**config.mk**
```make
export PLATFORM = sky130hd
export DESIGN_NAME = afe_regs
export DESIGN_NICKNAME = d
export VERILOG_FILES = /design/src/rtl/afe_regs_pkg.sv /design/src/rtl/afe_ready_flag.sv /design/src/rtl/afe_addr_step.sv /design/src/rtl/afe_regs.sv
export VERILOG_INCLUDE_DIRS = /design/src /design/src/rtl
export SDC_FILE = /design/constraint.sdc
export NUM_CORES = 1
export LEC_CHECK = 0
export ABC_AREA = 1
export BUFFER_PORTS_ARGS = -buffer_cell sky130_fd_sc_hd__buf_2
export CORE_ASPECT_RATIO = 1.25
export CORE_MARGIN = 4
export CORE_UTILIZATION = 35
export DETAILED_ROUTE_END_ITERATION = 8
export GPL_TIMING_DRIVEN = 0
export PLACE_DENSITY = 0.68
export SYNTH_ARGS = -nofsm -noshare
export SYNTH_HDL_FRONTEND = slang
export SYNTH_SLANG_ARGS = --single-unit
```
**constraint.sdc**
```tcl
create_clock -name clock -period 5.7 [get_ports clock]
set_clock_uncertainty 0.2 [all_clocks]
set_input_delay 1.425 -clock clock [delete_from_list [all_inputs] [get_ports clock]]
set_output_delay 1.425 -clock clock [all_outputs]
set_load 0.02 [all_outputs]
```
**src/rtl/afe_regs_map.svh**
```systemverilog
// Register offsets, field positions, reset values and timing values in ns of the register group
`ifndef AFE_REGS_MAP_SVH
`define AFE_REGS_MAP_SVH

`define AFE_ADDR_W 5
`define AFE_ADDR_FIRST 5'h00
`define AFE_ADDR_DATA_LAST 5'h07
`define AFE_ADDR_MOD 5'h08
`define AFE_ADDR_PHASE_LOW 5'h0A
`define AFE_ADDR_GAIN 5'h0B
`define AFE_ADDR_STATUS 5'h0C
`define AFE_ADDR_GRP_B_FIRST 5'h0B
`define AFE_ADDR_CAL_FIRST 5'h0F
`define AFE_ADDR_LAST 5'h1F
`define AFE_ADDR_WR_FIRST 5'h09

`define AFE_PHASE_B_MSB 23
`define AFE_PHASE_B_LSB 12
`define AFE_PHASE_A_MSB 11
`define AFE_PHASE_A_LSB 0

`define AFE_CTRL_MSB 23
`define AFE_CTRL_LSB 14
`define AFE_FLAGS_MSB 7
`define AFE_FLAGS_LSB 0

`define AFE_STATUS_CTRL_RESET 10'h2A4
`define AFE_PHASE_RESET 24'h00_0000
`define AFE_GAIN_RESET 24'h00_0000
`define AFE_FLAGS_RESET 8'hFF

`define AFE_GAIN_CODE_MAX 3'h5
`define AFE_GAIN_UNITY 3'h0
`define AFE_UNLOCK_KEY 8'hA5
`define AFE_READY_PULSE_NS 40
`define AFE_CLOCK_NS 10

`endif

```
**src/rtl/afe_regs_pkg.sv**
```systemverilog
// Types shared by the register group modules
package afe_regs_pkg;
   typedef struct packed {
      logic [1:0] read_inc;
      logic write_inc;
      logic pin_idle_drive;
      logic ready_link;
      logic crc_width;
      logic [1:0] out_width;
      logic comm_crc_enable;
      logic crc_int_enable;
   } afe_comm_cfg_t;

   typedef struct packed {
      logic [11:0] delay_pair_2_3;
      logic [11:0] delay_pair_0_1;
   } afe_phase_t;
endpackage

```
**src/rtl/afe_ready_flag.sv**
```systemverilog
// One channel ready flag: cleared by new data, set again by a status read
`timescale 1ns/1ps
module afe_ready_flag (
   input wire logic clock, // System clock
   input wire logic rst_n, // Asynchronous reset, active low
   input wire logic data_latch, // New result latched for this channel
   input wire logic status_read, // Status register read
   output logic flag // 1 while no new data
);
   // New data wins over a simultaneous status read so the event is not lost
   always_ff @(posedge clock or negedge rst_n) begin
      if (!rst_n) begin
         flag <= 1'b1;
      end else if (data_latch) begin
         flag <= 1'b0;
      end else if (status_read) begin
         flag <= 1'b1;
      end
   end
endmodule

```
**src/rtl/afe_addr_step.sv**
```systemverilog
// Next address of the serial access counter for each stepping mode
`timescale 1ns/1ps
`include "afe_regs_map.svh"
module afe_addr_step (
   input wire logic [`AFE_ADDR_W-1:0] addr, // Address of the current access
   input wire logic is_write, // Current access is a write
   input wire logic [1:0] read_inc, // Read stepping mode
   input wire logic write_inc, // Write stepping enable
   output logic [`AFE_ADDR_W-1:0] next_addr // Address of the following access
);
   logic [`AFE_ADDR_W-1:0] grp_lo;
   logic [`AFE_ADDR_W-1:0] grp_hi;
   logic [`AFE_ADDR_W-1:0] plus_one;

   always_comb begin
      plus_one = addr + `AFE_ADDR_W'(1);
      // Groups: data block, modulator with phases, gain through config, cal pairs, lock
      if (addr <= `AFE_ADDR_DATA_LAST) begin
         grp_lo = `AFE_ADDR_FIRST;
         grp_hi = `AFE_ADDR_DATA_LAST;
      end else if (addr < `AFE_ADDR_GRP_B_FIRST) begin
         grp_lo = `AFE_ADDR_MOD;
         grp_hi = `AFE_ADDR_PHASE_LOW;
      end else if (addr < `AFE_ADDR_CAL_FIRST) begin
         grp_lo = `AFE_ADDR_GRP_B_FIRST;
         grp_hi = `AFE_ADDR_CAL_FIRST - `AFE_ADDR_W'(1);
      end else if (addr == `AFE_ADDR_LAST) begin
         grp_lo = `AFE_ADDR_LAST;
         grp_hi = `AFE_ADDR_LAST;
      end else begin
         grp_lo = addr - `AFE_ADDR_W'((addr - `AFE_ADDR_CAL_FIRST) & `AFE_ADDR_W'(1));
         grp_hi = grp_lo + `AFE_ADDR_W'(1);
      end
      next_addr = addr;
      if (is_write) begin
         if (write_inc) begin
            if (addr == `AFE_ADDR_LAST || addr < `AFE_ADDR_WR_FIRST) begin
               next_addr = `AFE_ADDR_WR_FIRST;
            end else begin
               next_addr = plus_one;
            end
         end
      end else begin
         unique case (read_inc)
            2'b11: next_addr = (addr == `AFE_ADDR_LAST) ? `AFE_ADDR_FIRST : plus_one;
            2'b10: begin
               if (addr == `AFE_ADDR_DATA_LAST) begin
                  next_addr = `AFE_ADDR_FIRST;
               end else if (addr == `AFE_ADDR_LAST) begin
                  next_addr = `AFE_ADDR_MOD;
               end else begin
                  next_addr = plus_one;
               end
            end
            2'b01: next_addr = (addr == grp_hi) ? grp_lo : plus_one;
            2'b00: next_addr = addr;
         endcase
      end
   end
endmodule

```
**src/rtl/afe_regs.sv**
```systemverilog
// Phase, gain and status/communication registers with ready pin control
`timescale 1ns/1ps
`include "afe_regs_map.svh"
module afe_regs
   import afe_regs_pkg::*;
#(
   parameter int CHANNELS = 8,
   parameter int READY_PULSE_CYCLES = (`AFE_READY_PULSE_NS + `AFE_CLOCK_NS - 1) / `AFE_CLOCK_NS
) (
   input wire logic clock, // System clock, 100 MHz
   input wire logic rst_n, // Asynchronous reset, active low
   input wire logic acc_valid, // One register access this cycle
   input wire logic acc_start, // Load acc_addr into the address counter
   input wire logic [`AFE_ADDR_W-1:0] acc_addr, // Start address
   input wire logic acc_write, // Access is a write
   input wire logic [23:0] acc_wdata, // Write data
   input wire logic [CHANNELS-1:0] chan_active, // Channels not in reset or shutdown
   input wire logic [CHANNELS-1:0] chan_data_evt, // Converter result ready, per channel
   input wire logic cfg_crc_error, // Configuration checksum mismatch
   input wire logic lock_write, // Lock field written
   input wire logic [7:0] lock_value, // Value written to the lock field
   output logic [23:0] acc_rdata, // Read data
   output logic acc_rvalid, // Read data valid pulse
   output logic [`AFE_ADDR_W-1:0] cur_addr, // Address counter
   output afe_phase_t phase, // Channel pair delays in modulator clocks
   output logic [3*CHANNELS-1:0] gain_log2, // Effective gain exponent per channel
   output afe_comm_cfg_t comm_cfg, // Serial port and pin configuration
   output logic [CHANNELS-1:0] adc_restart, // Restart pulse per channel
   output logic [CHANNELS-1:0] data_latch, // Latch result into data register
   output logic [CHANNELS-1:0] ready_flags, // Per-channel flags, 1 = not ready
   output logic ready_pin_out, // Ready pin level, active low
   output logic ready_pin_oe, // Ready pin driven
   output logic crc_irq // Checksum interrupt held
);
   localparam int PW = $clog2(READY_PULSE_CYCLES + 1);

   logic [`AFE_ADDR_W-1:0] addr_now;
   logic [`AFE_ADDR_W-1:0] next_addr;
   logic [3*CHANNELS-1:0] gain_raw;
   logic wr_now;
   logic rd_now;
   logic status_read;
   logic [CHANNELS-1:0] pending;
   logic [CHANNELS-1:0] next_pending;
   logic link_fire;
   logic [CHANNELS-1:0] next_latch;
   logic [PW-1:0] pulse_cnt;
   logic unlock;

   assign addr_now = acc_start ? acc_addr : cur_addr;
   assign wr_now = acc_valid && acc_write;
   assign rd_now = acc_valid && !acc_write;
   assign unlock = lock_write && (lock_value == `AFE_UNLOCK_KEY);

   afe_addr_step u_step (
      .addr(addr_now),
      .is_write(acc_write),
      .read_inc(comm_cfg.read_inc),
      .write_inc(comm_cfg.write_inc),
      .next_addr(next_addr)
   );

   always_ff @(posedge clock or negedge rst_n) begin
      if (!rst_n) begin
         cur_addr <= `AFE_ADDR_FIRST;
      end else if (acc_valid) begin
         cur_addr <= next_addr;
      end else if (acc_start) begin
         cur_addr <= acc_addr;
      end
   end

   always_ff @(posedge clock or negedge rst_n) begin
      if (!rst_n) begin
         phase <= `AFE_PHASE_RESET;
      end else if (wr_now && addr_now == `AFE_ADDR_PHASE_LOW) begin
         phase.delay_pair_2_3 <= acc_wdata[`AFE_PHASE_B_MSB:`AFE_PHASE_B_LSB];
         phase.delay_pair_0_1 <= acc_wdata[`AFE_PHASE_A_MSB:`AFE_PHASE_A_LSB];
      end
   end

   always_ff @(posedge clock or negedge rst_n) begin
      if (!rst_n) begin
         adc_restart <= '0;
      end else if (wr_now && addr_now == `AFE_ADDR_PHASE_LOW) begin
         adc_restart <= chan_active;
      end else begin
         adc_restart <= '0;
      end
   end

   always_ff @(posedge clock or negedge rst_n) begin
      if (!rst_n) begin
         gain_raw <= `AFE_GAIN_RESET;
      end else if (wr_now && addr_now == `AFE_ADDR_GAIN) begin
         gain_raw <= acc_wdata[3*CHANNELS-1:0];
      end
   end

   // reserved codes fall back to unity gain
   always_ff @(posedge clock or negedge rst_n) begin
      if (!rst_n) begin
         gain_log2 <= '0;
      end else begin
         for (int i = 0; i < CHANNELS; i++) begin
            if (gain_raw[3*i +: 3] > `AFE_GAIN_CODE_MAX) begin
               gain_log2[3*i +: 3] <= `AFE_GAIN_UNITY;
            end else begin
               gain_log2[3*i +: 3] <= gain_raw[3*i +: 3];
            end
         end
      end
   end

   // control fields; reserved bits are not stored
   always_ff @(posedge clock or negedge rst_n) begin
      if (!rst_n) begin
         comm_cfg <= `AFE_STATUS_CTRL_RESET;
      end else if (wr_now && addr_now == `AFE_ADDR_STATUS) begin
         comm_cfg <= acc_wdata[`AFE_CTRL_MSB:`AFE_CTRL_LSB];
      end
   end

   // unimplemented and reserved bits read zero
   always_ff @(posedge clock or negedge rst_n) begin
      if (!rst_n) begin
         acc_rdata <= '0;
         acc_rvalid <= 1'b0;
      end else begin
         acc_rvalid <= rd_now;
         if (rd_now) begin
            unique case (addr_now)
               `AFE_ADDR_PHASE_LOW: acc_rdata <= {phase.delay_pair_2_3, phase.delay_pair_0_1};
               `AFE_ADDR_GAIN: acc_rdata <= gain_raw;
               `AFE_ADDR_STATUS: acc_rdata <= {comm_cfg, 6'h00, ready_flags};
               default: acc_rdata <= '0;
            endcase
         end
      end
   end

   assign status_read = rd_now && addr_now == `AFE_ADDR_STATUS;

   // link collects every active channel before one joint latch
   always_comb begin
      next_pending = pending | chan_data_evt;
      link_fire = comm_cfg.ready_link && (chan_active != '0)
                  && ((next_pending & chan_active) == chan_active);
      if (!comm_cfg.ready_link) begin
         next_latch = chan_data_evt;
      end else if (link_fire) begin
         next_latch = chan_active;
      end else begin
         next_latch = '0;
      end
   end

   always_ff @(posedge clock or negedge rst_n) begin
      if (!rst_n) begin
         pending <= '0;
      end else if (!comm_cfg.ready_link || link_fire) begin
         pending <= '0;
      end else begin
         pending <= next_pending;
      end
   end

   always_ff @(posedge clock or negedge rst_n) begin
      if (!rst_n) begin
         data_latch <= '0;
      end else begin
         data_latch <= next_latch;
      end
   end

   // flags cleared by a latched result
   for (genvar c = 0; c < CHANNELS; c++) begin : g_flag
      afe_ready_flag u_flag (
         .clock(clock),
         .rst_n(rst_n),
         .data_latch(data_latch[c]),
         .status_read(status_read),
         .flag(ready_flags[c])
      );
   end

   // sticky checksum interrupt; a new error wins over unlock
   always_ff @(posedge clock or negedge rst_n) begin
      if (!rst_n) begin
         crc_irq <= 1'b0;
      end else if (comm_cfg.crc_int_enable && cfg_crc_error) begin
         crc_irq <= 1'b1;
      end else if (unlock) begin
         crc_irq <= 1'b0;
      end
   end

   // Pulse length counted so short modulator periods still give a visible low
   always_ff @(posedge clock or negedge rst_n) begin
      if (!rst_n) begin
         pulse_cnt <= '0;
      end else if (next_latch != '0) begin
         pulse_cnt <= PW'(READY_PULSE_CYCLES);
      end else if (pulse_cnt != '0) begin
         pulse_cnt <= pulse_cnt - PW'(1);
      end
   end

   // pin: low for pulse or interrupt, idle high or released
   always_ff @(posedge clock or negedge rst_n) begin
      if (!rst_n) begin
         ready_pin_out <= 1'b1;
         ready_pin_oe <= 1'b0;
      end else if (crc_irq || pulse_cnt != '0) begin
         ready_pin_out <= 1'b0;
         ready_pin_oe <= 1'b1;
      end else begin
         ready_pin_out <= 1'b1;
         ready_pin_oe <= comm_cfg.pin_idle_drive;
      end
   end

   property p_restart;
      @(posedge clock) disable iff (!rst_n)
      (wr_now && addr_now == `AFE_ADDR_PHASE_LOW) |=> (adc_restart == $past(chan_active));
   endproperty
   a_restart: assert property (p_restart) else $error("phase write did not restart active channels");

   property p_gain_legal;
      @(posedge clock) disable iff (!rst_n)
      (gain_raw[3*CHANNELS-1 -: 3] > `AFE_GAIN_CODE_MAX) |=> (gain_log2[3*CHANNELS-1 -: 3] == `AFE_GAIN_UNITY);
   endproperty
   a_gain_legal: assert property (p_gain_legal) else $error("reserved gain code not unity");

   property p_write_hold;
      @(posedge clock) disable iff (!rst_n)
      (wr_now && !comm_cfg.write_inc) |=> (cur_addr == $past(addr_now));
   endproperty
   a_write_hold: assert property (p_write_hold) else $error("fixed write address moved");

   property p_idle_release;
      @(posedge clock) disable iff (!rst_n)
      (!crc_irq && pulse_cnt == '0 && !comm_cfg.pin_idle_drive) |=> (!ready_pin_oe);
   endproperty
   a_idle_release: assert property (p_idle_release) else $error("idle pin driven while released");

   property p_link_all;
      @(posedge clock) disable iff (!rst_n)
      link_fire |=> (data_latch == $past(chan_active)) ##1 (ready_pin_out == 1'b0);
   endproperty
   a_link_all: assert property (p_link_all) else $error("linked latch not joint");

   property p_irq_hold;
      @(posedge clock) disable iff (!rst_n)
      (crc_irq && !unlock) |=> crc_irq ##1 (!ready_pin_out && ready_pin_oe);
   endproperty
   a_irq_hold: assert property (p_irq_hold) else $error("checksum interrupt released early");

   property p_irq_off;
      @(posedge clock) disable iff (!rst_n)
      (!comm_cfg.crc_int_enable && !crc_irq) |=> !crc_irq;
   endproperty
   a_irq_off: assert property (p_irq_off) else $error("interrupt raised while disabled");

   property p_unimpl_zero;
      @(posedge clock) disable iff (!rst_n)
      status_read |=> (acc_rvalid && acc_rdata[13:8] == 6'h00);
   endproperty
   a_unimpl_zero: assert property (p_unimpl_zero) else $error("status reserved bits not zero");

   property p_read_rearm;
      @(posedge clock) disable iff (!rst_n)
      (status_read && data_latch == '0) |=> (ready_flags == `AFE_FLAGS_RESET);
   endproperty
   a_read_rearm: assert property (p_read_rearm) else $error("status read did not set flags");

   property p_flag_clear;
      @(posedge clock) disable iff (!rst_n)
      (next_latch[0]) |=> ##1 (ready_flags[0] == 1'b0);
   endproperty
   a_flag_clear: assert property (p_flag_clear) else $error("new data did not clear flag");

   property p_phase_load;
      @(posedge clock) disable iff (!rst_n)
      (wr_now && addr_now == `AFE_ADDR_PHASE_LOW)
         |=> (phase.delay_pair_2_3 == $past(acc_wdata[`AFE_PHASE_B_MSB:`AFE_PHASE_B_LSB]))
            && (phase.delay_pair_0_1 == $past(acc_wdata[`AFE_PHASE_A_MSB:`AFE_PHASE_A_LSB]));
   endproperty
   a_phase_load: assert property (p_phase_load) else $error("delay fields not stored");

   property p_gain_load;
      @(posedge clock) disable iff (!rst_n)
      (wr_now && addr_now == `AFE_ADDR_GAIN) |=> (gain_raw == $past(acc_wdata[3*CHANNELS-1:0]));
   endproperty
   a_gain_load: assert property (p_gain_load) else $error("gain codes not stored");

   property p_read_fixed;
      @(posedge clock) disable iff (!rst_n)
      (rd_now && comm_cfg.read_inc == 2'b00) |=> (cur_addr == $past(addr_now));
   endproperty
   a_read_fixed: assert property (p_read_fixed) else $error("fixed read address moved");

   property p_unlinked_latch;
      @(posedge clock) disable iff (!rst_n)
      !comm_cfg.ready_link |=> (data_latch == $past(chan_data_evt));
   endproperty
   a_unlinked_latch: assert property (p_unlinked_latch) else $error("unlinked channel latch wrong");

   property p_ctrl_load;
      @(posedge clock) disable iff (!rst_n)
      (wr_now && addr_now == `AFE_ADDR_STATUS) |=> (comm_cfg == $past(acc_wdata[`AFE_CTRL_MSB:`AFE_CTRL_LSB]));
   endproperty
   a_ctrl_load: assert property (p_ctrl_load) else $error("control fields not stored");

   c_link: cover property (@(posedge clock) disable iff (!rst_n) link_fire);
   c_irq: cover property (@(posedge clock) disable iff (!rst_n) crc_irq ##[1:20] !crc_irq);
   c_restart: cover property (@(posedge clock) disable iff (!rst_n) adc_restart != '0);
   c_rearm: cover property (@(posedge clock) disable iff (!rst_n) status_read && ready_flags != `AFE_FLAGS_RESET);
   c_unlinked: cover property (@(posedge clock) disable iff (!rst_n) !comm_cfg.ready_link && data_latch != '0);
endmodule

```
==> results by group <==
Status
  – Status: finished, final reports clean

Place
  – RePlAce Congestion: 0.894
  – Number of port buffers: 174
  – Hpwl dp: 15600 µm

Clocking
  – Hold buffer count at CTS: 0
  – CTS tree: done
  – Clock buffer depth: 2
  – CTS H-tree depth: 4
  – Sink Count: 150
  – CTS Buf Count: 17
  – Post-CTS Setup Inserts: 0
  – Skew-Pair Late Insertion Delay: 0.41 ns
  – Worst-path clk slew: 0.06 ns
  – CTS-repair resized insts: 0
  – Clock Tree Root: clkbuf_16

Floorplanning
  – DIE WIDTH: 134 µm
  – Die height: 165 µm
  – Core Region: 19400 µm²
  – FP Rows: 57
  – Initial Util: 35.5%
  – I/O pin cnt: 175
  – Die area: 22000 µm²

STA
  – WHS: 0.185 ns
  – Slew headroom: 53.1%
  – Fin. Hold Viols: 0
  – Tcrit/Tclk final: 75.4%
  – Final setup viols: 0
  – Slew @ Worst Pin: 0.703 ns
  – Max Clock Freq: 233 MHz
  – Setup TNS Final: 0 ns
  – Max-slew violation count: 0
  – RSZ-0062 raised after global routing: false
  – Min Clock Period, post-route: 4.30 ns

Synthesis
  – Synth warn: 0
  – Top cell type's share of synthesized area: 49.7%
  – Commonest register cell after synthesis: dfrtp_1
  – Top-count cell post-synth: nand2_1
  – Mapped Area: 6890 µm²
  – EDFF count, synth: 0
  – Synthesis-stage register bit count: 150
  – FFs w/ async S/R, synth: 100%
  – Synthesized area per cell: 8.46 µm²
  – Most area-consuming cells after synthesis: dfrtp_1, nand2_1, inv_1, o21ai_0, dfstp_2
  – Post-synth cell types: 38
  – Mapped Cells: 815
  – Mapped Nets: 883
  – Top post-synthesis cells by count: nand2_1, dfrtp_1, inv_1, nor2_1, o21ai_0
  – Sequential share of the synthesized area: 54.7%
  – Post-synth top area cell: dfrtp_1

Power
  – Leak: 4.71 nW
  – Power Density: 403 nW/µm²
  – Worst ir drop on vdd: 0.197 mV

Finish
  – Layout net count: 1077
  – Fillers: 2021
  – Share of layout cells above drive strength 1: 26.6%
  – Area growth from synthesis to layout: 27.0%
  – Diodes inserted: 0

Detailed routing
  – Routed WL per cell: 15.9 µm
  – Vias: 6027
  – Routed WL: 20500 µm
  – Final ANT Viol Nets: 0
  – DRT iter0 DRCs: 340
  – DR DRC count: 0
  – First-pass detailed-route iteration total: 5
  – Vias per inst: 4.68

GRT
  – Antenna violations before repair: 0
  – Number of global-route vias before repair: 5960
  – First-pass GRT wire length: 31700 µm
  – GRT Util Overall: 18.7%
  – Largest net degree at the start of global routing: 83
  – Total grt overflow: 0

Hold path
  – Hold Crit Class: register to register

Critical path
  – Crit Path Max Fanout: 10
  – Setup crit start kind: input port
  – CP Data Arrival Time: 4.38 ns
  – Worst EP required: 5.78 ns
  – Setup crit end kind: register
  – Kind of critical path: input port to register

Run
  – Max Cap Viol: 0
## state kept, by name, summed over array words and instances (netlist names), 3 cells and up
register and cells:
pending 8, pulse_cnt 3, cur_addr 5, gain_raw 24, adc_restart 8, gain_log2 24
g_flag.u_flag.flag 8, data_latch 8, phase 24, acc_rdata 24, comm_cfg 10
## per-layer routing
metal	GRT usage [%]	up-vias	share of wire [%]
li1	-	2973	-
met1	21.6	2812	40
met2	33.5	216	51
met3	5.18	26	7.1
met4	6.08	0	2.2
met5	0	-	0
## critical path: stages
cell and delay (ns):
buf_2 0.15, inv_2 0.09, nand2_1 0.08, nand2_2 0.12, inv_1 0.24, ha_1 0.21, inv_1 0.08, nor2_1 0.10
inv_1 0.07, nor2_1 0.09, ha_1 0.19, clkbuf_1 0.40, inv_1 0.18, nand3_1 0.12, nand2_1 0.09, nor2_1 0.10
nand2_1 0.09, nor2_4 0.13, nand3_1 0.09, nand3_1 0.09, nand2_1 0.05, nand2_1 0.10, nand3_1 0.08
## final cells by class
class | count | area, µm² | area share (%)
Clock inverter | 12 | 180 | 2.06
Tap cell | 265 | 332 | 3.79
Multi-Input combinational cell | 509 | 2450 | 28.0
Timing Repair Buffer | 175 | 905 | 10.3
Sequential cell | 150 | 3770 | 43.1
Buffer | 44 | 248 | 2.83
Inverter | 112 | 423 | 4.83
Clock buffer | 20 | 447 | 5.10
## power breakdown
group / switching (mW) / internal, mW
logic: 0.595 / 0.299
clock network: 0.431 / 0.746
registers: 0.167 / 1.29
## cell usage in the layout (no fill, tap or decap), types with 2 or more instances in the layout
cell        netlist  layout
a21boi_0          2       2
a21oi_1          19      19
a21oi_2           2       2
a221oi_1         17      17
a32oi_1           2       2
buf_1             2       2
buf_2             9     182
buf_4            17      17
buf_6             1       2
bufinv_16         0       4
clkbuf_1         15      17
clkbuf_16         0      17
clkinv_2          0       2
clkinv_4          0       4
clkinvlp_4        0       2
dfrtp_1         137     137
dfstp_2          13      13
ha_1              8       8
inv_1           107     107
inv_2             3       3
nand2_1         198     198
nand2_2          10      10
nand2_4           4       4
nand3_1          35      35
nand4_1           6       6
nor2_1           85      85
nor2_2            4       4
nor2_4            3       3
nor3_1            8       8
nor4_1            2       2
o211ai_1          2       2
o21a_1            2       2
o21ai_0          80      80
o21ai_1           4       4
o22ai_1           9       9
xor2_1            2       2
## logic make-up after synthesis
logic type,count (synthesis),share of synthesized area (%)
XOR/XNOR,2,0.254
buffers and inverters,156,9.73
adder cells (fa/ha/maj),8,1.45
flip-flops,150,54.7
AO/OA/AOI/OAI,143,12.1
AND/OR/NAND/NOR,356,21.8
## path summary, 6_finish.rpt
path                                              start                           endpoint  slack, ns  cells after the start
worst min register to register  data_latch[5]$_DFF_PN0_  g_flag[5].u_flag.flag$_DFFE_PN1P_       0.19                      1
worst max-delay path                          acc_start              cur_addr[4]$_DFF_PN0_       1.40                     23
worst min-delay path            data_latch[5]$_DFF_PN0_  g_flag[5].u_flag.flag$_DFFE_PN1P_       0.19                      1
max in group asynchronous                         rst_n  g_flag[4].u_flag.flag$_DFFE_PN1P_       3.66                      2
min in group asynchronous                         rst_n           pulse_cnt[2]$_DFFE_PN0P_       0.80                      1
worst max register to register    cur_addr[1]$_DFF_PN0_              cur_addr[4]$_DFF_PN0_       2.29                     22
## through the flow
step | instance area [µm²] | cells | utilization, % | setup WS, ns | power (mW)
final | 8760 | 1287 | 45.1 | 1.40 | 3.53
after CTS | 8760 | 1287 | 45.1 | 1.45 | 3.56
after floorplan | 6890 | 815 | - | 1.86 | 2.01
after global routing | 8760 | 1287 | 45.1 | 1.04 | 3.72
after global placement | 8100 | 1254 | 41.7 | 0.808 | 2.36
after detailed placement | 8130 | 1255 | 41.9 | 1.01 | 2.37
Note: power is estimated with default switching activity, not from simulation.
